$ cat config.mk
export PLATFORM = sky130hd
export DESIGN_NAME = tsp_slave_port
export DESIGN_NICKNAME = d
export VERILOG_FILES = /design/src/tsp_pkg.sv /design/src/tsp_rf_if.sv /design/src/tsp_regfile.sv /design/src/tsp_slave_port.sv
export SDC_FILE = /design/constraint.sdc
export NUM_CORES = 1
export LEC_CHECK = 0
export BUFFER_PORTS_ARGS = -buffer_cell sky130_fd_sc_hd__buf_2
export CORE_ASPECT_RATIO = 0.6
export CORE_UTILIZATION = 45
export CTS_BUF_LIST = sky130_fd_sc_hd__clkbuf_2 sky130_fd_sc_hd__clkbuf_4 sky130_fd_sc_hd__clkbuf_8
export DETAILED_ROUTE_END_ITERATION = 16
export HOLD_SLACK_MARGIN = 0.05
export PLACE_DENSITY = 0.71
export SYNTH_ARGS = -nofsm -noshare
export SYNTH_HDL_FRONTEND = slang
export SYNTH_SLANG_ARGS = --single-unit
$ cat constraint.sdc
create_clock -name clk -period 2.6 [get_ports clk]
set_input_delay 0.26 -clock clk [delete_from_list [all_inputs] [get_ports clk]]
set_output_delay 0.26 -clock clk [all_outputs]
set_load 0.01 [all_outputs]
$ cat src/tsp_pkg.sv
// Constants and types shared by the temperature sensor serial slave port.
package tsp_pkg;

  // Encoding of a sampled tri-level address select pin.
  localparam logic [1:0] PIN_LOW = 2'h0;
  localparam logic [1:0] PIN_FLOAT = 2'h1;
  localparam logic [1:0] PIN_HIGH = 2'h2;

  // Slave addresses of the single-pin variant.
  localparam logic [6:0] ADDR_1P_LOW = 7'h48;
  localparam logic [6:0] ADDR_1P_FLOAT = 7'h49;
  localparam logic [6:0] ADDR_1P_HIGH = 7'h4A;

  // Slave addresses of the two-pin variant, named by upper then lower pin.
  localparam logic [6:0] ADDR_2P_LL = 7'h48;
  localparam logic [6:0] ADDR_2P_LF = 7'h49;
  localparam logic [6:0] ADDR_2P_LH = 7'h4A;
  localparam logic [6:0] ADDR_2P_FL = 7'h4B;
  localparam logic [6:0] ADDR_2P_HL = 7'h4C;
  localparam logic [6:0] ADDR_2P_HF = 7'h4D;
  localparam logic [6:0] ADDR_2P_HH = 7'h4E;
  localparam logic [6:0] ADDR_2P_FH = 7'h4F;
  localparam logic [6:0] ADDR_2P_FF = 7'h48;

  // Special bus bytes.
  localparam logic [7:0] ALERT_RESP_BYTE = 8'h19;
  localparam logic [7:0] GEN_CALL_BYTE = 8'h00;
  localparam logic [7:0] GC_CMD_LATCH = 8'h04;
  localparam logic [7:0] GC_CMD_RESET = 8'h06;
  localparam logic [4:0] HS_CODE_TOP = 5'h01;
  localparam logic [3:0] BITS_PER_BYTE = 4'h8;

  // Register selection by the low pointer bits.
  localparam logic [1:0] PTR_TEMP = 2'h0;
  localparam logic [1:0] PTR_CFG = 2'h1;
  localparam logic [1:0] PTR_TLOW = 2'h2;
  localparam logic [1:0] PTR_THIGH = 2'h3;

  // Values after reset.
  localparam logic [7:0] RST_PTR = 8'h00;
  localparam logic [7:0] RST_CFG = 8'h00;
  localparam logic [15:0] RST_TLOW = 16'h4B00;
  localparam logic [15:0] RST_THIGH = 16'h5000;
  localparam int CFG_TM_BIT = 1;

  // Cycles after reset before the address pins are caught.
  localparam logic [1:0] LATCH_DELAY = 2'h3;
  localparam logic [1:0] LATCH_NOW = 2'h1;

  typedef enum logic [2:0] {
    ST_IDLE = 3'h0,
    ST_RX = 3'h1,
    ST_ACK_OUT = 3'h2,
    ST_TX = 3'h3,
    ST_ACK_IN = 3'h4
  } tsp_state_t;

  typedef enum logic [2:0] {
    PH_ADDR = 3'h0,
    PH_PTR = 3'h1,
    PH_DATA = 3'h2,
    PH_GC = 3'h3,
    PH_READ = 3'h4,
    PH_ARA = 3'h5
  } tsp_phase_t;

endpackage

$ cat src/tsp_rf_if.sv
// Carrier between the bus engine and its register store.
`timescale 1ns/100ps
interface tsp_rf_if;
  logic wr_en;
  logic wr_hi;
  logic [7:0] wr_data;
  logic [1:0] sel;
  logic soft_rst;
  logic [15:0] rd_data;
  logic [7:0] cfg;
  logic [15:0] tlow;
  logic [15:0] thigh;

  modport ctrl (
    output wr_en, wr_hi, wr_data, sel, soft_rst,
    input rd_data, cfg, tlow, thigh
  );
  modport store (
    input wr_en, wr_hi, wr_data, sel, soft_rst,
    output rd_data, cfg, tlow, thigh
  );
endinterface

$ cat src/tsp_regfile.sv
// Register store of the sensor: configuration and limits, with registered read word.
`timescale 1ns/100ps
module tsp_regfile (
  input wire logic clk,
  input wire logic rst,
  input wire logic [11:0] temp_word,
  tsp_rf_if.store rf
);

  typedef struct packed {
    logic [7:0] cfg;
    logic [15:0] tlow;
    logic [15:0] thigh;
    logic [15:0] rd;
  } tsp_rf_state_t;

  tsp_rf_state_t q;
  tsp_rf_state_t d;

  // Byte writes land in the selected register; the read word follows one cycle later.
  always_comb begin
    d = q;
    if (rf.wr_en) begin
      case (rf.sel)
        tsp_pkg::PTR_CFG: begin
          if (rf.wr_hi) begin
            d.cfg = rf.wr_data;
          end
        end
        tsp_pkg::PTR_TLOW: begin
          if (rf.wr_hi) begin
            d.tlow[15:8] = rf.wr_data;
          end else begin
            d.tlow[7:0] = rf.wr_data;
          end
        end
        tsp_pkg::PTR_THIGH: begin
          if (rf.wr_hi) begin
            d.thigh[15:8] = rf.wr_data;
          end else begin
            d.thigh[7:0] = rf.wr_data;
          end
        end
        default: begin
          d.cfg = q.cfg; // The temperature word cannot be written.
        end
      endcase
    end
    case (rf.sel)
      tsp_pkg::PTR_TEMP: d.rd = {temp_word, 4'h0};
      tsp_pkg::PTR_CFG: d.rd = {q.cfg, 8'h00};
      tsp_pkg::PTR_TLOW: d.rd = q.tlow;
      default: d.rd = q.thigh;
    endcase
  end

  // A general call reset clears the store exactly like the pin reset.
  always_ff @(posedge clk) begin
    if (rst || rf.soft_rst) begin
      q.cfg <= tsp_pkg::RST_CFG;
      q.tlow <= tsp_pkg::RST_TLOW;
      q.thigh <= tsp_pkg::RST_THIGH;
      q.rd <= 16'h0000;
    end else begin
      q <= d;
    end
  end

  assign rf.rd_data = q.rd;
  assign rf.cfg = q.cfg;
  assign rf.tlow = q.tlow;
  assign rf.thigh = q.thigh;

endmodule

$ cat src/tsp_slave_port.sv
// Serial slave port of a temperature sensor: addressing, pointer, word reads, alert, call.
`timescale 1ns/100ps
module tsp_slave_port #(
  parameter logic TWO_PIN_VARIANT = 1'b0
) (
  input wire logic clk,
  input wire logic rst,
  input wire logic scl_pin,
  input wire logic sda_pin_i,
  output logic sda_pin_o,
  output logic sda_pin_oe,
  input wire logic [1:0] addr_select_pin_lo,
  input wire logic [1:0] addr_select_pin_hi,
  input wire logic [11:0] temp_word,
  input wire logic fault_level,
  input wire logic fault_event,
  input wire logic fault_above,
  output logic alert,
  output logic thermostat_irq_mode,
  output logic hs_mode,
  output logic [6:0] slave_addr,
  output logic [7:0] cfg_byte,
  output logic [15:0] tlow_word,
  output logic [15:0] thigh_word
);

  typedef struct packed {
    logic scl_s1;
    logic scl_s2;
    logic scl_s3;
    logic sda_s1;
    logic sda_s2;
    logic sda_s3;
    logic [1:0] alo_s1;
    logic [1:0] alo_s2;
    logic [1:0] ahi_s1;
    logic [1:0] ahi_s2;
    logic [1:0] latch_cnt;
    logic [6:0] addr;
    tsp_pkg::tsp_state_t st;
    tsp_pkg::tsp_phase_t ph;
    logic [3:0] cnt;
    logic [7:0] sh;
    logic [7:0] ptr;
    logic wr_hi;
    logic tx_hi;
    logic sda_oe;
    logic hs;
    logic alert;
    logic above;
    logic gc_done;
  } tsp_port_state_t;

  tsp_port_state_t q;
  tsp_port_state_t d;
  tsp_rf_if rf ();

  logic scl_rise;
  logic scl_fall;
  logic scl_high;
  logic start_det;
  logic stop_det;
  logic ara_ok;
  logic [7:0] next_tx;
  logic wr_en_c;
  logic gc_rst_c;
  logic read_done_c;
  logic ara_win_c;

  // Tri-level pin pair to slave address.
  function automatic logic [6:0] map_addr(input logic two, input logic [1:0] hi,
                                          input logic [1:0] lo);
    logic [6:0] a;
    a = tsp_pkg::ADDR_1P_LOW;
    if (!two) begin
      case (lo)
        tsp_pkg::PIN_FLOAT: a = tsp_pkg::ADDR_1P_FLOAT;
        tsp_pkg::PIN_HIGH: a = tsp_pkg::ADDR_1P_HIGH;
        default: a = tsp_pkg::ADDR_1P_LOW;
      endcase
    end else begin
      case ({hi, lo})
        {tsp_pkg::PIN_LOW, tsp_pkg::PIN_LOW}: a = tsp_pkg::ADDR_2P_LL;
        {tsp_pkg::PIN_LOW, tsp_pkg::PIN_FLOAT}: a = tsp_pkg::ADDR_2P_LF;
        {tsp_pkg::PIN_LOW, tsp_pkg::PIN_HIGH}: a = tsp_pkg::ADDR_2P_LH;
        {tsp_pkg::PIN_FLOAT, tsp_pkg::PIN_LOW}: a = tsp_pkg::ADDR_2P_FL;
        {tsp_pkg::PIN_HIGH, tsp_pkg::PIN_LOW}: a = tsp_pkg::ADDR_2P_HL;
        {tsp_pkg::PIN_HIGH, tsp_pkg::PIN_FLOAT}: a = tsp_pkg::ADDR_2P_HF;
        {tsp_pkg::PIN_HIGH, tsp_pkg::PIN_HIGH}: a = tsp_pkg::ADDR_2P_HH;
        {tsp_pkg::PIN_FLOAT, tsp_pkg::PIN_HIGH}: a = tsp_pkg::ADDR_2P_FH;
        default: a = tsp_pkg::ADDR_2P_FF;
      endcase
    end
    return a;
  endfunction

  // Bus events are seen on the synchronised copies only; s3 is the previous sample.
  assign scl_rise = q.scl_s2 && !q.scl_s3;
  assign scl_fall = !q.scl_s2 && q.scl_s3;
  assign scl_high = q.scl_s2 && q.scl_s3;
  assign start_det = scl_high && !q.sda_s2 && q.sda_s3;
  assign stop_det = scl_high && q.sda_s2 && !q.sda_s3;

  // The two-pin variant only answers the alert query in interrupt mode.
  assign ara_ok = q.alert && (!TWO_PIN_VARIANT || rf.cfg[tsp_pkg::CFG_TM_BIT]);
  assign next_tx = q.tx_hi ? rf.rd_data[15:8] : rf.rd_data[7:0];

  // Whole bus engine; one copy of the state is built here and registered below.
  always_comb begin
    d = q;
    wr_en_c = 1'b0;
    gc_rst_c = 1'b0;
    read_done_c = 1'b0;
    ara_win_c = 1'b0;
    d.scl_s1 = scl_pin;
    d.scl_s2 = q.scl_s1;
    d.scl_s3 = q.scl_s2;
    d.sda_s1 = sda_pin_i;
    d.sda_s2 = q.sda_s1;
    d.sda_s3 = q.sda_s2;
    d.alo_s1 = addr_select_pin_lo;
    d.alo_s2 = q.alo_s1;
    d.ahi_s1 = addr_select_pin_hi;
    d.ahi_s2 = q.ahi_s1;

    // The pins are read after reset and on a general call latch or reset command; otherwise only the latched address is used.
    if (q.latch_cnt != 2'h0) begin
      d.latch_cnt = q.latch_cnt - 2'h1;
      if (q.latch_cnt == tsp_pkg::LATCH_NOW) begin
        d.addr = map_addr(TWO_PIN_VARIANT, q.ahi_s2, q.alo_s2);
      end
    end

    if (stop_det) begin
      d.st = tsp_pkg::ST_IDLE;
      d.sda_oe = 1'b0;
      d.hs = 1'b0;
    end else if (start_det) begin
      // A repeated start keeps high-speed mode and drops any transfer in flight.
      d.st = tsp_pkg::ST_RX;
      d.ph = tsp_pkg::PH_ADDR;
      d.gc_done = 1'b0;
      d.cnt = 4'h0;
      d.sda_oe = 1'b0;
    end else begin
      case (q.st)
        tsp_pkg::ST_IDLE: d.st = tsp_pkg::ST_IDLE;
        tsp_pkg::ST_RX: begin
          if (scl_rise) begin
            d.sh = {q.sh[6:0], q.sda_s2};
            d.cnt = q.cnt + 4'h1;
          end else if (scl_fall && q.cnt == tsp_pkg::BITS_PER_BYTE) begin
            d.st = tsp_pkg::ST_ACK_OUT;
            d.sda_oe = 1'b1;
            case (q.ph)
              tsp_pkg::PH_ADDR: begin
                if (q.sh[7:3] == tsp_pkg::HS_CODE_TOP) begin
                  d.hs = 1'b1;
                  d.sda_oe = 1'b0;
                  d.st = tsp_pkg::ST_IDLE;
                end else if (q.sh == tsp_pkg::ALERT_RESP_BYTE && ara_ok) begin
                  d.ph = tsp_pkg::PH_ARA;
                end else if (q.sh[7:1] == q.addr) begin
                  d.ph = q.sh[0] ? tsp_pkg::PH_READ : tsp_pkg::PH_PTR;
                end else if (q.sh == tsp_pkg::GEN_CALL_BYTE) begin
                  d.ph = tsp_pkg::PH_GC;
                end else begin
                  d.sda_oe = 1'b0;
                  d.st = tsp_pkg::ST_IDLE;
                end
              end
              tsp_pkg::PH_PTR: begin
                d.ptr = q.sh;
                d.wr_hi = 1'b1;
                d.ph = tsp_pkg::PH_DATA;
              end
              tsp_pkg::PH_DATA: begin
                wr_en_c = 1'b1;
                d.wr_hi = !q.wr_hi;
              end
              tsp_pkg::PH_GC: begin
                d.gc_done = 1'b1;
                if (q.sh == tsp_pkg::GC_CMD_LATCH || q.sh == tsp_pkg::GC_CMD_RESET) begin
                  d.latch_cnt = tsp_pkg::LATCH_NOW;
                end
                if (q.sh == tsp_pkg::GC_CMD_RESET) begin
                  gc_rst_c = 1'b1;
                  d.ptr = tsp_pkg::RST_PTR;
                end
              end
              default: begin
                d.st = tsp_pkg::ST_IDLE;
              end
            endcase
          end
        end
        tsp_pkg::ST_ACK_OUT: begin
          if (scl_fall) begin
            d.sda_oe = 1'b0;
            d.cnt = 4'h0;
            case (q.ph)
              tsp_pkg::PH_READ: begin
                d.sh = rf.rd_data[15:8];
                d.sda_oe = !rf.rd_data[15];
                d.tx_hi = 1'b0;
                d.st = tsp_pkg::ST_TX;
              end
              tsp_pkg::PH_ARA: begin
                d.sh = {q.addr, q.above};
                d.sda_oe = !q.addr[6];
                d.st = tsp_pkg::ST_TX;
              end
              tsp_pkg::PH_GC: d.st = q.gc_done ? tsp_pkg::ST_IDLE : tsp_pkg::ST_RX;
              default: begin
                d.st = tsp_pkg::ST_RX;
              end
            endcase
          end
        end
        tsp_pkg::ST_TX: begin
          if (scl_rise) begin
            d.cnt = q.cnt + 4'h1;
            // Sending a one while the line reads zero means another device won.
            if (q.ph == tsp_pkg::PH_ARA && !q.sda_oe && !q.sda_s2) begin
              d.st = tsp_pkg::ST_IDLE;
            end
          end else if (scl_fall) begin
            if (q.cnt == tsp_pkg::BITS_PER_BYTE) begin
              d.sda_oe = 1'b0;
              d.st = tsp_pkg::ST_ACK_IN;
              ara_win_c = (q.ph == tsp_pkg::PH_ARA);
            end else begin
              d.sh = {q.sh[6:0], 1'b0};
              d.sda_oe = !q.sh[6];
            end
          end
        end
        tsp_pkg::ST_ACK_IN: begin
          if (scl_rise) begin
            read_done_c = (q.ph == tsp_pkg::PH_READ);
            if (q.sda_s2 || q.ph == tsp_pkg::PH_ARA) begin
              d.st = tsp_pkg::ST_IDLE;
            end
          end else if (scl_fall) begin
            d.sh = next_tx;
            d.sda_oe = !next_tx[7];
            d.tx_hi = !q.tx_hi;
            d.cnt = 4'h0;
            d.st = tsp_pkg::ST_TX;
          end
        end
        default: begin
          d.st = tsp_pkg::ST_IDLE;
          d.sda_oe = 1'b0;
        end
      endcase
    end

    // Alert: a level in comparator mode, sticky in interrupt mode; a new event wins.
    if (rf.cfg[tsp_pkg::CFG_TM_BIT]) begin
      if (read_done_c || ara_win_c || gc_rst_c) begin
        d.alert = 1'b0;
      end
      if (fault_event) begin
        d.alert = 1'b1;
        d.above = fault_above;
      end
    end else begin
      d.alert = fault_level && !gc_rst_c;
      d.above = fault_above;
    end
  end

  // Synchronous reset; the address latch is armed so the pins are caught after release.
  always_ff @(posedge clk) begin
    if (rst) begin
      q <= '0;
      q.scl_s1 <= 1'b1;
      q.scl_s2 <= 1'b1;
      q.scl_s3 <= 1'b1;
      q.sda_s1 <= 1'b1;
      q.sda_s2 <= 1'b1;
      q.sda_s3 <= 1'b1;
      q.ptr <= tsp_pkg::RST_PTR;
      q.latch_cnt <= tsp_pkg::LATCH_DELAY;
    end else begin
      q <= d;
    end
  end

  // Register store, pointer low bits select the word.
  assign rf.wr_en = wr_en_c;
  assign rf.wr_hi = q.wr_hi;
  assign rf.wr_data = q.sh;
  assign rf.sel = q.ptr[1:0];
  assign rf.soft_rst = gc_rst_c;

  tsp_regfile u_regfile (
    .clk(clk),
    .rst(rst),
    .temp_word(temp_word),
    .rf(rf)
  );

  // Open drain: the line is only ever pulled low.
  assign sda_pin_o = 1'b0;
  assign sda_pin_oe = q.sda_oe;
  assign alert = q.alert;
  assign thermostat_irq_mode = rf.cfg[tsp_pkg::CFG_TM_BIT];
  assign hs_mode = q.hs;
  assign slave_addr = q.addr;
  assign cfg_byte = rf.cfg;
  assign tlow_word = rf.tlow;
  assign thigh_word = rf.thigh;

endmodule

# Word-level counts from Yosys, hierarchy flattened
# Index checks and enable logic that the tools add are counted.
# W data, S select, Z words.
# classes
n_addsub,2
eq_ne,55
mux,100
bitwise_logic,5
reduce_logical,64
# op_table
cell,count
$mux W12,4
$pmux W12 S4,1
$pmux W16 S3,1
$ne A3 B3 Y1 const B,15
$mux W3,14
$mux W2,20
$mux W8,5
$mux W1,39
$reduce_and A7 Y1,4
$ne A2 B2 Y1 const B,12
$reduce_and A8 Y1,3
$ne A4 B4 Y1 const B,5
$eq A8 B3 Y1 const B,2
$pmux W2 S2,4
$pmux W8 S2,1
$reduce_and A3 Y1,5
$reduce_bool A2 Y1,7
$eq A3 B2 Y1 const B,4
$logic_and A1 B1 Y1,12
$logic_not A1 Y1,12
$mux W6,2
$pmux W3 S4,1
$reduce_and A6 Y1,2
$reduce_and A11 Y1,1
other kinds (30),50
# word_totals
regBits,102
inputBits,23
output_inout_bits,52
wordCells,255

# Longest topological paths before layout
# Gate-level depths: netlist (run 1).
# logic_depth
depth_word,12
ltp_mapped,10

# Hierarchy
# From an unflattened synthesis (run 1), not the netlist that was laid out.
# hier_totals
hier_cells,556
hier_area_um2,5311.3
# modules_own_cells
module,n_inst,cells_each,area_per_inst_um2,seq_area_each_um2
tsp_slave_port,1,330,2707.6,840.8
tsp_regfile,1,226,2603.7,1121.1

# Worst setup path before layout (run 1)
# OpenSTA, ideal clock, no wires.
# synth_path
path_type,register -> register
from,reg q[53] (netlist name)
to,"reg u_regfile.q, in the netlist u_regfile.rf.rd_data[4]"
setup_ns,0.117
t_arrival_ns,2.033
t_required_ns,2.483
slack_ns,0.451
path_stages_with_launch,10
synth_period_minus_slack_ns,2.149
path_cell_list,dfxtp_1 -> inv_1 -> ha_1 -> or4b_4 -> nor4_2 -> nand3_2 -> nand2_1 -> buf_4 -> buf_6 -> nor2_1
# synth_via
elab_chain_len,8
word_cells_on_any_way,15
classes_between,5 x mux; 10 x reduce/logical
# synth_rtl
item,line_no,rtl
"start, declared",tsp_slave_port.sv:54,tsp_port_state_t q;
$logic_and A1 B1 Y1,tsp_slave_port.sv:99,assign scl_fall = !q.scl_s2 && q.scl_s3;
$logic_and A1 B1 Y1,tsp_slave_port.sv:152,end else if (scl_fall && q.cnt == tsp_pkg::BITS_PER_BYTE) begin
$mux W1,tsp_slave_port.sv:152,
$mux W1,tsp_slave_port.sv:149,if (scl_rise) begin
$mux W1,tsp_slave_port.sv:146,case (q.st)
$mux W1,tsp_slave_port.sv:138,end else if (start_det) begin
$mux W1 *,tsp_slave_port.sv:134,if (stop_det) begin
$logic_or A1 B1 Y1 *,tsp_regfile.sv:59,if (rst || rf.soft_rst) begin
"end, declared",tsp_regfile.sv:17,tsp_rf_state_t q;
# Every way passes the cells marked *; elsewhere a longest branch is shown, timed or not.
# A chain may end at the register's enable or synchronous reset.

# Final worst setup path (run 1)
# layout_path
from,reg q[53] (netlist name)
to,"reg, netlist name u_regfile.rf.tlow[8]"
# layout_via
elab_chain_len,8
word_cells_on_any_way,21
classes_between,10 x mux; 11 x reduce/logical
# layout_rtl
item,line_no
$logic_and A1 B1 Y1,tsp_slave_port.sv:99
$logic_and A1 B1 Y1,tsp_slave_port.sv:152
$mux W1,tsp_slave_port.sv:152
$mux W1,tsp_slave_port.sv:149
$mux W1,tsp_slave_port.sv:146
$mux W1,tsp_slave_port.sv:138
$mux W1,tsp_slave_port.sv:134
$reduce_and A3 Y1 (no line) or $logic_or A1 B1 Y1 (tied branches),--
# Several ways; a longest one is shown, not always the timed one.

==> results of run 1 <==
## power by group
group,internal (mW),switching [mW]
clock network,0.469,0.565
registers,1.53,0.0231
logic,0.0696,0.0989
## how the worst max path moves through the flow
stage	slack, ns	to	cells past startpoint	startpoint
after floorplan	0.45	u_regfile.rf.rd_data[4]$_SDFF_PP0_	9	q[53]$_SDFF_PP1_
after global placement	0.28	u_regfile.rf.thigh[6]$_SDFFE_PP0P_	7	q[53]$_SDFF_PP1_
final	0.19	u_regfile.rf.tlow[8]$_SDFFE_PP1P_	8	q[53]$_SDFF_PP1_
after CTS	0.19	u_regfile.rf.tlow[8]$_SDFFE_PP1P_	8	q[53]$_SDFF_PP1_
after detailed placement	0.22	u_regfile.rf.thigh[14]$_SDFFE_PP1P_	8	q[53]$_SDFF_PP1_
after global routing	0.04	u_regfile.rf.tlow[8]$_SDFFE_PP1P_	8	q[53]$_SDFF_PP1_
## Yosys cell counts (3+ instances only)
cell type / number / share of area [%]
a211oi_1: 8 / 1.2
a21oi_1: 22 / 2.3
a221oi_1: 3 / 0.54
a222oi_1: 4 / 0.82
a22oi_1: 4 / 0.61
a31oi_1: 4 / 0.51
a32o_1: 5 / 1.0
and2_1: 11 / 1.4
and3b_1: 3 / 0.54
buf_2: 11 / 1.1
buf_4: 12 / 1.8
buf_6: 3 / 0.69
clkbuf_1: 18 / 1.4
dfxtp_1: 98 / 40
ha_1: 5 / 1.3
inv_1: 12 / 0.92
mux2_2: 5 / 1.2
mux2i_1: 49 / 10
mux4_2: 8 / 3.7
nand2_1: 37 / 2.8
nand2b_1: 5 / 0.64
nand3_1: 8 / 0.82
nand3_2: 4 / 0.82
nand3b_1: 10 / 1.5
nand4_1: 4 / 0.51
nor2_1: 62 / 4.8
nor2b_1: 12 / 1.5
nor3_1: 6 / 0.61
nor3b_1: 6 / 0.92
nor4_1: 4 / 0.51
o211ai_1: 7 / 1.1
o21ai_0: 11 / 1.1
o21ai_1: 3 / 0.31
or2_2: 7 / 0.90
## registers in the layout (all words and copies together) (netlist names), 3 cells and up
name / flops
q: 21
u_regfile.rf.rd_data: 16
u_regfile.rf.thigh: 16
u_regfile.rf.tlow: 16
rf.wr_data: 8
u_regfile.rf.cfg: 8
d: 6
slave_addr: 3
## kinds of logic after synthesis
group / count (synthesis)
mux: 62
xor+xnor: 4
simple gates: 203
buf+inv: 58
compound gates: 92
other cells: 1
fa+ha+maj: 5
flops: 98
## routing by layer
metal / vias up / share of wire (%) / wire length [microns]
met5: - / 0 / 0
met4: 0 / 0.60 / 78
met3: 7 / 10 / 1310
met2: 217 / 40 / 5170
met1: 1966 / 50 / 6460
li1: 1987 / - / -
## layout make-up
| cell class | instances | area share (%) |
|---|---|---|
| clock inverter | 6 | 1.35 |
| timing repair buffer | 91 | 9.46 |
| clock buffer | 10 | 2.37 |
| multi-input combinational | 370 | 47.6 |
| sequential | 98 | 35.3 |
| tap | 139 | 3.13 |
| inverter | 12 | 0.811 |
## worst reg2reg max path, stage by stage, from the launching register on
cell and delay (ns):
dfxtp_1 0.38, inv_1 0.06, ha_1 0.21, or4b_4 0.51
nor3_2 0.32, buf_4 0.21, nand3_2 0.27, mux2i_1 0.28
nand2_1 0.07
## cells in the final DEF, fill, tap and decap left out, drive strengths merged, types with 3 or more instances in the layout
cell type,count
and3b,3
a21oi,22
ha,5
or4b,3
buf,91
inv,14
or4,3
dfxtp,98
and2,11
or2,7
o211ai,7
mux2i,49
nand4,5
a221oi,3
a32o,5
nor2b,12
a222oi,4
o21ai,14
nor4,5
a31oi,4
mux2,5
mux4,8
nor3,7
nand2b,5
nor3b,8
nand3,12
clkbuf,10
a22oi,4
nor2,62
nand3b,10
conb,4
a211oi,9
nand2,37
## through the flow
step	hold slack, ns	std cells	area, sq um
floorplan	0.364	526	4900
global placement	0.400	710	5350
detailed placement	0.403	710	5350
CTS	0.0585	726	5550
global route	0.0580	726	5550
finish	0.0651	726	5550
==> metrics, run 1 <==
final setup vio count=0; number of diodes=0; hold_buf cts=0; worst r2r src=q[53]$_SDFF_PP1_; Initial Util=a little under half; slew margin rel.=a little under three fifths; worst min path class=in2reg; met1 Use GR=35.9%; final hold vios=0; DR DRC count=0; CP cell instances=inv_1 > ha_1 > or4b_4 > nor3_2 > buf_4 > nand3_2 > mux2i_1 > nand2_1; RSZ-0062 raised after global routing=false; GRT Residual Overflow=0; Worst Setup End Kind=flip-flop; nets@finish=between 600 and 700; Synth warnings=0; gr usage total=23.3%; cell area power density=between 400 and 500 mW/mm^2; die width=~140 microns; HPWL Detailed=between 9 and 10 mm; vias per cell=~5.8; Final WS setup=0.186 ns; clk_lat worst skew=0.38 ns; clk sinks=just under 100; fin. max-slew vios=0; H-tree levels=3; Synth Area in XOR/XNOR=less than 1%; critical path type=reg2reg; antenna viol nets, final=0; fin crit share=between 90 and 100%; max frequency=approximately 410 MHz; via count=4177; IO Port Bufs=a little under 70; largest net degree at the start of global routing=39; Startpoint Class=flip-flop; synthesis-stage register bit count=98; Max-Cap Viols=0; Setup Skew=0.0103 ns; clk slew on worst S/H paths=approximately 0.10 ns; Worst EP required=between 2 and 3 ns; TritonCTS clock tree=yes; worst slew pin tran=0.663 ns; hold_sp=scl_pin; initial antenna violation count=0; Synth Instances=approximately 520; WL per Instance=roughly 18 microns; Longest Clk Path Bufs=2; GRT met3 Usage=around 6.7%; average size of a mapped cell=9.35 sq um; Worst Hold Depth=2; Reg2Reg Depth=8; register area=0.00196 sq mm; Placer Congestion=about 0.89; Filler cells=between 900 and 1000; Hold Path Sink=d[54]$_SDFF_PP1_; Root Driver=clkbuf_8; GR Util met2=between 30 and 40%; post-CTS setup buffer count=0; crit path buf inv count=2; Seq/Total Area, Yosys=between 40% and 50%; area of the multi-input gates=between 0.002 and 0.003 sq mm; DR pass1 iterations=7; Critical Path AT=2.70 ns; proportion of synthesized area in mux cells=14.9%; share of cells above drive strength 1=about a quarter; vias in the first global route=between 3000 and 4000; CTS Buf Count=9; drt total wl=13.0 mm; post-synthesis adder-cell area fraction=roughly 1.3%; IO Count=75; r2r endpoint=u_regfile.rf.tlow[8]$_SDFFE_PP1P_; core area=0.0106 sq mm; fraction of registers with async set or reset after synthesis=0%; Rows=29; Synth Area in Simple Gates=23.0%; worst slack after detailed placement=roughly 0.22 ns; mapped cell area=just under 0.005 sq mm; Total Power=between 2 and 3 mW; Die Ht=about 83 microns; gr busiest metal=met1; crit-path max cell delay=a little over 0.5 ns; first-pass GRT wire length=19.5 mm; complex-gate fraction of the synthesized area=approximately 14%; Leak=roughly 2.5 nW; post-route minimum period=roughly 2.4 ns; area grow syn2layout=13.6%; CP max stage cell=or4b_4; Post-CTS Resized=0; EDFF count, synth=0; TNS Setup=0 ns; Critical Path Fanout Max=9; Cell variety after synth=73; status=completed; family with the most delay on the worst path=simple AND/OR/NAND/NOR gates; DIE AREA=0.0113 sq mm; maximum VDD drop=roughly 0.00036 V; initial DRC count=~470; largest family of logic cells by synthesized area=simple AND/OR/NAND/NOR gates; Final Util=between 50 and 60%; ys flop type=dfxtp_1; Worst R2R Setup Slack=between 0.15 and 0.2 ns
No activity file was read; power rests on OpenSTA's default activity.
==> inputs of run 2 (changes only) <==
BUFFER_PORTS_ARGS = -buffer_cell sky130_fd_sc_hd__buf_4   (was -buffer_cell sky130_fd_sc_hd__buf_2)
==> metrics, run 2 (synthesis results as in run 1) <==
family with the most delay on the worst path=simple AND/OR/NAND/NOR gates (unchanged); CP max stage cell=or4b_4 (unchanged); maximum VDD drop=0.000278 V (was 0.000357 V); nets@finish=608 (was 610); initial DRC count=566 (was 471); max frequency=428 MHz (was 414 MHz); initial antenna violation count=0 (unchanged); gr usage total=23.6% (was 23.3%); final setup vio count=0 (unchanged); CP cell instances=inv_1 > ha_1 > or4b_4 > nor3_2 > buf_4 > nand4_2 > mux2i_1 > nor2_1 (was inv_1 > ha_1 > or4b_4 > nor3_2 > buf_4 > nand3_2 > mux2i_1 > nand2_1); GRT Residual Overflow=0 (unchanged); Hold Path Sink=d[54]$_SDFF_PP1_ (unchanged); WL per Instance=18.1 microns (was 17.9 microns); Worst EP required=2.87 ns (was 2.88 ns); worst min path class=in2reg (unchanged); antenna viol nets, final=0 (unchanged); fin. max-slew vios=0 (unchanged); vias in the first global route=3635 (was 3598); DIE AREA=0.0113 sq mm (unchanged); fin crit share=89.8% (was 92.8%); HPWL Detailed=9.51 mm (was 9.65 mm); Total Power=2.76 mW (was 2.75 mW); Root Driver=clkbuf_8 (unchanged); Placer Congestion=0.909 (was 0.894); worst r2r src=q[53]$_SDFF_PP1_ (unchanged); clk slew on worst S/H paths=0.10 ns (about the same); crit-path max cell delay=0.52 ns (was 0.51 ns); IO Count=75 (unchanged); Filler cells=942 (was 934); area grow syn2layout=16.8% (was 13.6%); H-tree levels=3 (unchanged); Critical Path AT=2.60 ns (was 2.70 ns); TritonCTS clock tree=yes (unchanged); IO Port Bufs=68 (unchanged); number of diodes=0 (unchanged); Most flops, register=q (unchanged); worst slew pin tran=0.575 ns (was 0.663 ns); share of cells above drive strength 1=24.1% (was 24.5%); final hold vios=0 (unchanged); DR pass1 iterations=5 (was 7); largest net degree at the start of global routing=39 (unchanged); Reg2Reg Depth=8 (unchanged); cell area power density=483 mW/mm^2 (was 495 mW/mm^2); first-pass GRT wire length=19.9 mm (was 19.5 mm); Finished Cell Area=0.00571 sq mm (was 0.00555 sq mm); clk sinks=98 (unchanged); DR DRC count=0 (unchanged); die width=137 microns (unchanged); slew margin rel.=61.3% (was 55.4%); status=completed (unchanged); post-route minimum period=2.34 ns (was 2.41 ns); worst slack after detailed placement=0.304 ns (was 0.218 ns); most frequent cells in the layout=dfxtp_1, buf_4, nor2_1 (was dfxtp_1, buf_2, nor2_1); TNS Setup=0 ns (unchanged); placed cell areas=0.00550 sq mm (was 0.00535 sq mm); Die Ht=82.8 microns (unchanged); Worst Setup End Kind=flip-flop (unchanged); Initial Util=46.3% (unchanged); Worst Hold Depth=2 (unchanged); via count=4175 (was 4177); core area=0.0106 sq mm (unchanged); Final WS setup=0.265 ns (was 0.186 ns); Setup Skew=0.0101 ns (was 0.0103 ns); Worst R2R Setup Slack=0.26 ns (was 0.19 ns); Startpoint Class=flip-flop (unchanged); Post-CTS Resized=0 (unchanged); Critical Path Fanout Max=11 (was 9); max FFs per register=21 (unchanged); final hold slack=0.0716 ns (was 0.0651 ns); critical path type=reg2reg (unchanged); crit path buf inv count=2 (unchanged); r2r endpoint=u_regfile.rf.thigh[2]$_SDFFE_PP0P_ (was u_regfile.rf.tlow[8]$_SDFFE_PP1P_); clk_lat worst skew=0.38 ns (about the same); Max-Cap Viols=0 (unchanged); most common cell after layout, fill and taps aside=dfxtp_1 (unchanged); vias per cell=5.77 (was 5.75); hold_sp=scl_pin (unchanged); Leak=2.50 nW (was 2.49 nW); Longest Clk Path Bufs=2 (unchanged); Rows=29 (unchanged); RSZ-0062 raised after global routing=false (unchanged); drt total wl=13.1 mm (was 13.0 mm); CTS Buf Count=9 (unchanged)
## run 2: layer usage
metal | share of wire, % | vias up | GRT usage (%)
met3 | 9.5 | 9 | 7.57
met1 | 51 | 1994 | 36.1
met2 | 39 | 187 | 31.3
met4 | 0.59 | 0 | 4.44
met5 | 0 | - | 0
li1 | - | 1985 | -
## run 2: layout make-up
class / count / area [sq um] / area share [%]
Timing Repair Buffer: 89 / 683 / 12.0
Inverter: 12 / 45.0 / 0.789
Multi-Input combinational cell: 370 / 2640 / 46.2
Clock inverter: 7 / 82.6 / 1.45
Tap cell: 139 / 174 / 3.04
Sequential cell: 98 / 1960 / 34.3
Clock buffer: 9 / 124 / 2.17
## run 2: what timing repair did
item                                   CTS  global route
endpoints found under the hold margin    0             1
hold buffers                             0             1
buffers inserted                         0             0
## run 2: worst max path at each step
stage | startpoint | end | cells past startpoint
2_1_floorplan | q[53]$_SDFF_PP1_ | u_regfile.rf.rd_data[4]$_SDFF_PP0_ | 9
3_3_place_gp | q[53]$_SDFF_PP1_ | u_regfile.rf.thigh[6]$_SDFFE_PP0P_ | 8
3_5_place_dp | q[53]$_SDFF_PP1_ | u_regfile.rf.thigh[2]$_SDFFE_PP0P_ | 8
4_1_cts | q[53]$_SDFF_PP1_ | u_regfile.rf.thigh[2]$_SDFFE_PP0P_ | 8
5_1_grt | q[53]$_SDFF_PP1_ | u_regfile.rf.thigh[4]$_SDFFE_PP0P_ | 8
6_report | q[53]$_SDFF_PP1_ | u_regfile.rf.thigh[2]$_SDFFE_PP0P_ | 8
## run 2: stage by stage
step	cells	utilization, %
floorplan	526	-
global placement	707	52.0
detailed placement	707	52.0
CTS	723	54.0
global route	724	54.1
finish	724	54.1
## run 2: report_power, final
group | switching [mW] | leakage (nW) | internal, mW
combinational | 0.0984 | 1.60 | 0.0781
sequential | 0.0235 | 0.796 | 1.53
clock | 0.576 | 0.0984 | 0.460
## run 2: worst register-to-register path, delay by kind of cell, from the launching register on
| family | cells | cell delay, ns |
|---|---|---|
| buf+inv | 2 | 0.27 |
| mux | 1 | 0.29 |
| simple gates | 4 | 1.08 |
| fa+ha+maj | 1 | 0.21 |
| flops | 1 | 0.37 |
==> inputs of run 3 (changes only) <==
ABC_AREA = 1   (was default)
PLACE_DENSITY = 0.7   (was 0.71)
SYNTH_HIERARCHICAL = 1   (was default)
==> metrics, run 3 <==
status=completed (unchanged); IO Port Bufs=68 (unchanged); Finished Cell Area=0.00597 sq mm (was 0.00571 sq mm); WL per Instance=15.2 microns (was 18.1 microns); vias per cell=5.35 (was 5.77); internal power=2.05 mW (was 2.06 mW); antenna viol nets, final=0 (unchanged); TNS Setup=0 ns (unchanged); Seq/Total Area, Yosys=38.4% (was 40.1%); final setup vio count=0 (unchanged); slew margin rel.=45.8% (was 61.3%); crit-path max cell delay=0.59 ns (was 0.52 ns); Initial Util=47.3% (was 46.3%); ys flop type=dfxtp_1 (unchanged); largest net degree at the start of global routing=45 (was 39); Comb pwr share=11.6% (was 6.4%); RSZ-0062 raised after global routing=false (unchanged); CTS Buf Count=9 (unchanged); Leak=2.75 nW (was 2.50 nW); CP cell instances=inv_1 > ha_1 > inv_1 > buf_4 > nor2_1 > nor3_1 > nand2_2 > nand2_2 > nand2_1 > o21ai_1 > nor2_1 (was inv_1 > ha_1 > or4b_4 > nor3_2 > buf_4 > nand4_2 > mux2i_1 > nor2_1); Synth warnings=6 (was 0); Setup Skew=0.0165 ns (was 0.0101 ns); initial antenna violation count=0 (unchanged); worst slew pin tran=0.810 ns (was 0.575 ns); initial DRC count=608 (was 566); average size of a mapped cell=6.52 sq um (was 9.35 sq um); Sequential Power Share=54.8% (was 56.1%); Cell variety after synth=39 (was 73); worst min path class=in2reg (unchanged); maximum VDD drop=0.000358 V (was 0.000278 V); placed cell areas=0.00576 sq mm (was 0.00550 sq mm); DR DRC count=0 (unchanged); switching share of power=28.9% (was 25.3%); Max-Cap Viols=0 (unchanged); mapped cell area=0.00511 sq mm (was 0.00489 sq mm); IO Count=75 (unchanged); most common cell in the synthesized netlist=nand2_1 (was dfxtp_1); H-tree levels=3 (unchanged); synthesis-stage register bit count=98 (unchanged); max frequency=456 MHz (was 428 MHz); gr usage total=26.6% (was 23.6%); core area=0.0108 sq mm (was 0.0106 sq mm); number of diodes=0 (unchanged); post-route minimum period=2.19 ns (was 2.34 ns); cell taking the most area after synthesis=dfxtp_1 (unchanged); Placer Congestion=0.955 (was 0.909); Critical Path Fanout Max=5 (was 11); DR pass1 iterations=8 (was 5); CP max stage cell=nor3_1 (was or4b_4); clk_lat worst skew=0.39 ns (was 0.38 ns); die width=140 microns (was 137 microns); via count=5342 (was 4175); first-pass GRT wire length=24.2 mm (was 19.9 mm); Longest Clk Path Bufs=2 (unchanged); Worst Setup End Kind=flip-flop (unchanged); area grow syn2layout=16.9% (was 16.8%); EDFF count, synth=0 (unchanged); Rows=29 (unchanged); fin. max-slew vios=0 (unchanged); cell area power density=482 mW/mm^2 (was 483 mW/mm^2); Total Power=2.88 mW (was 2.76 mW); critical path type=reg2reg (unchanged); clock power share=33.6% (was 37.5%); clk slew on worst S/H paths=0.10 ns (about the same); TritonCTS clock tree=yes (unchanged); Synth area leaders=dfxtp_1, nand2_1, nor2_1, nand3_1, inv_1 (was dfxtp_1, mux2i_1, nor2_1, mux4_2, nand2_1); fin crit share=84.4% (was 89.8%); Critical Path AT=2.47 ns (was 2.60 ns); P_sw=0.833 mW (was 0.698 mW); drt total wl=15.2 mm (was 13.1 mm); Filler cells=1080 (was 942); Worst EP required=2.88 ns (was 2.87 ns); HPWL Detailed=11.8 mm (was 9.51 mm); DIE AREA=0.0118 sq mm (was 0.0113 sq mm); most frequent cells after synthesis=nand2_1, nor2_1, nand3_1 (was dfxtp_1, nor2_1, mux2i_1); Root Driver=clkbuf_8 (unchanged); Die Ht=84.6 microns (was 82.8 microns); Startpoint Class=flip-flop (unchanged); post-synth top area share=38.4% (was 40.1%); nets@finish=882 (was 608); clk sinks=98 (unchanged); area of the multi-input gates=0.00265 sq mm (was 0.00264 sq mm); fraction of registers with async set or reset after synthesis=0% (unchanged); final hold vios=0 (unchanged); register area=0.00196 sq mm (unchanged); share of cells above drive strength 1=16.9% (was 24.1%); vias in the first global route=4597 (was 3635); Synth Instances=784 (was 523); max FFs per register=21 (unchanged); GRT Residual Overflow=0 (unchanged); Most flops, register=q (unchanged); most frequent cells in the layout=nand2_1, nor2_1, nand3_1 (was dfxtp_1, buf_4, nor2_1); most common cell after layout, fill and taps aside=nand2_1 (was dfxtp_1); Final Util=55.2% (was 54.1%)
-- run 3: cell count changes after synthesis, sizes merged, moves of 12 or more --
| cell | before | now |
|---|---|---|
| nand3 | 12 | 103 |
| mux2i | 49 | 0 |
| nand2 | 37 | 193 |
| inv | 12 | 81 |
| nor2b | 12 | 0 |
| nor2 | 62 | 175 |
| o21ai | 14 | 31 |
-- run 3: path summary, 6_finish.rpt --
kind,from,depth (start not counted),slack (ns),end
max,q[53]$_SDFF_PP1_,11,0.41,q[24]$_SDFFE_PP0P_
min,scl_pin,2,0.06,d[54]$_SDFF_PP1_
max reg2reg,q[53]$_SDFF_PP1_,11,0.41,q[24]$_SDFFE_PP0P_
min reg2reg,d[46]$_SDFF_PP0_,2,0.41,q[46]$_SDFF_PP0_
-- run 3: power by group through the flow --
stage / combinational, mW / sequential [mW] / clock (mW)
final: 0.334 / 1.58 / 0.969
after global routing: 0.372 / 1.59 / 1.06
after CTS: 0.328 / 1.58 / 0.997
after detailed placement: 0.325 / 1.61 / 0
after global placement: 0.319 / 1.61 / 0
after floorplan: 0.236 / 1.60 / 0
-- run 3: critical path: cells and delay by family, from the launching register on --
family                   cells  cell delay (ns)
AO/OA/AOI/OAI                1             0.07
adder cells (fa/ha/maj)      1             0.26
buffers and inverters        3             0.29
flip-flops                   1             0.37
AND/OR/NAND/NOR              6             1.10
-- run 3: metrics by stage --
| step | hold WS [ns] | setup slack (ns) | cells |
|---|---|---|---|
| floorplan | 0.364 | 0.466 | 787 |
| global placement | 0.390 | 0.353 | 981 |
| detailed placement | 0.393 | 0.349 | 981 |
| CTS | 0.0565 | 0.323 | 998 |
| global route | 0.0533 | 0.0858 | 998 |
| finish | 0.0632 | 0.406 | 998 |
-- run 3: final cells by class --
class                      instances  area share (%)
clock buffer                      10            2.30
clock inverter                     6           0.984
inverter                          83            5.30
multi-input combinational        574            44.3
sequential                        98            32.8
tap                              139            2.91
timing repair buffer              88            11.3
-- run 3: cell families (layout without fill, tap and decap cells) --
group	after synthesis	count (layout)	synth area share [%]
DFF	98	98	38.4
buffers and inverters	115	187	10.2
adders and majority gates	5	5	1.22
other	1	4	0.0734
and+or+nand+nor	491	491	41.9
xor gates and xnor gates	2	2	0.343
AOI/OAI and AO/OA	72	72	7.88
-- run 3: routing by layer --
| layer | up-vias | track usage (%) | share of wire (%) |
|---|---|---|---|
| li1 | 2605 | - | - |
| met1 | 2436 | 42.7 | 51 |
| met2 | 287 | 33.3 | 36 |
| met3 | 14 | 7.53 | 12 |
| met4 | 0 | 6.49 | 1.0 |
| met5 | - | 0 | 0 |
-- run 3: repair_timing --
action | in CTS | in global routing
buffers inserted | 0 | 0
endpoints found under the hold margin | 1 | 0
hold buffers | 1 | 0
gates resized for setup | 0 | 2
setup endpoints to repair | 0 | 7
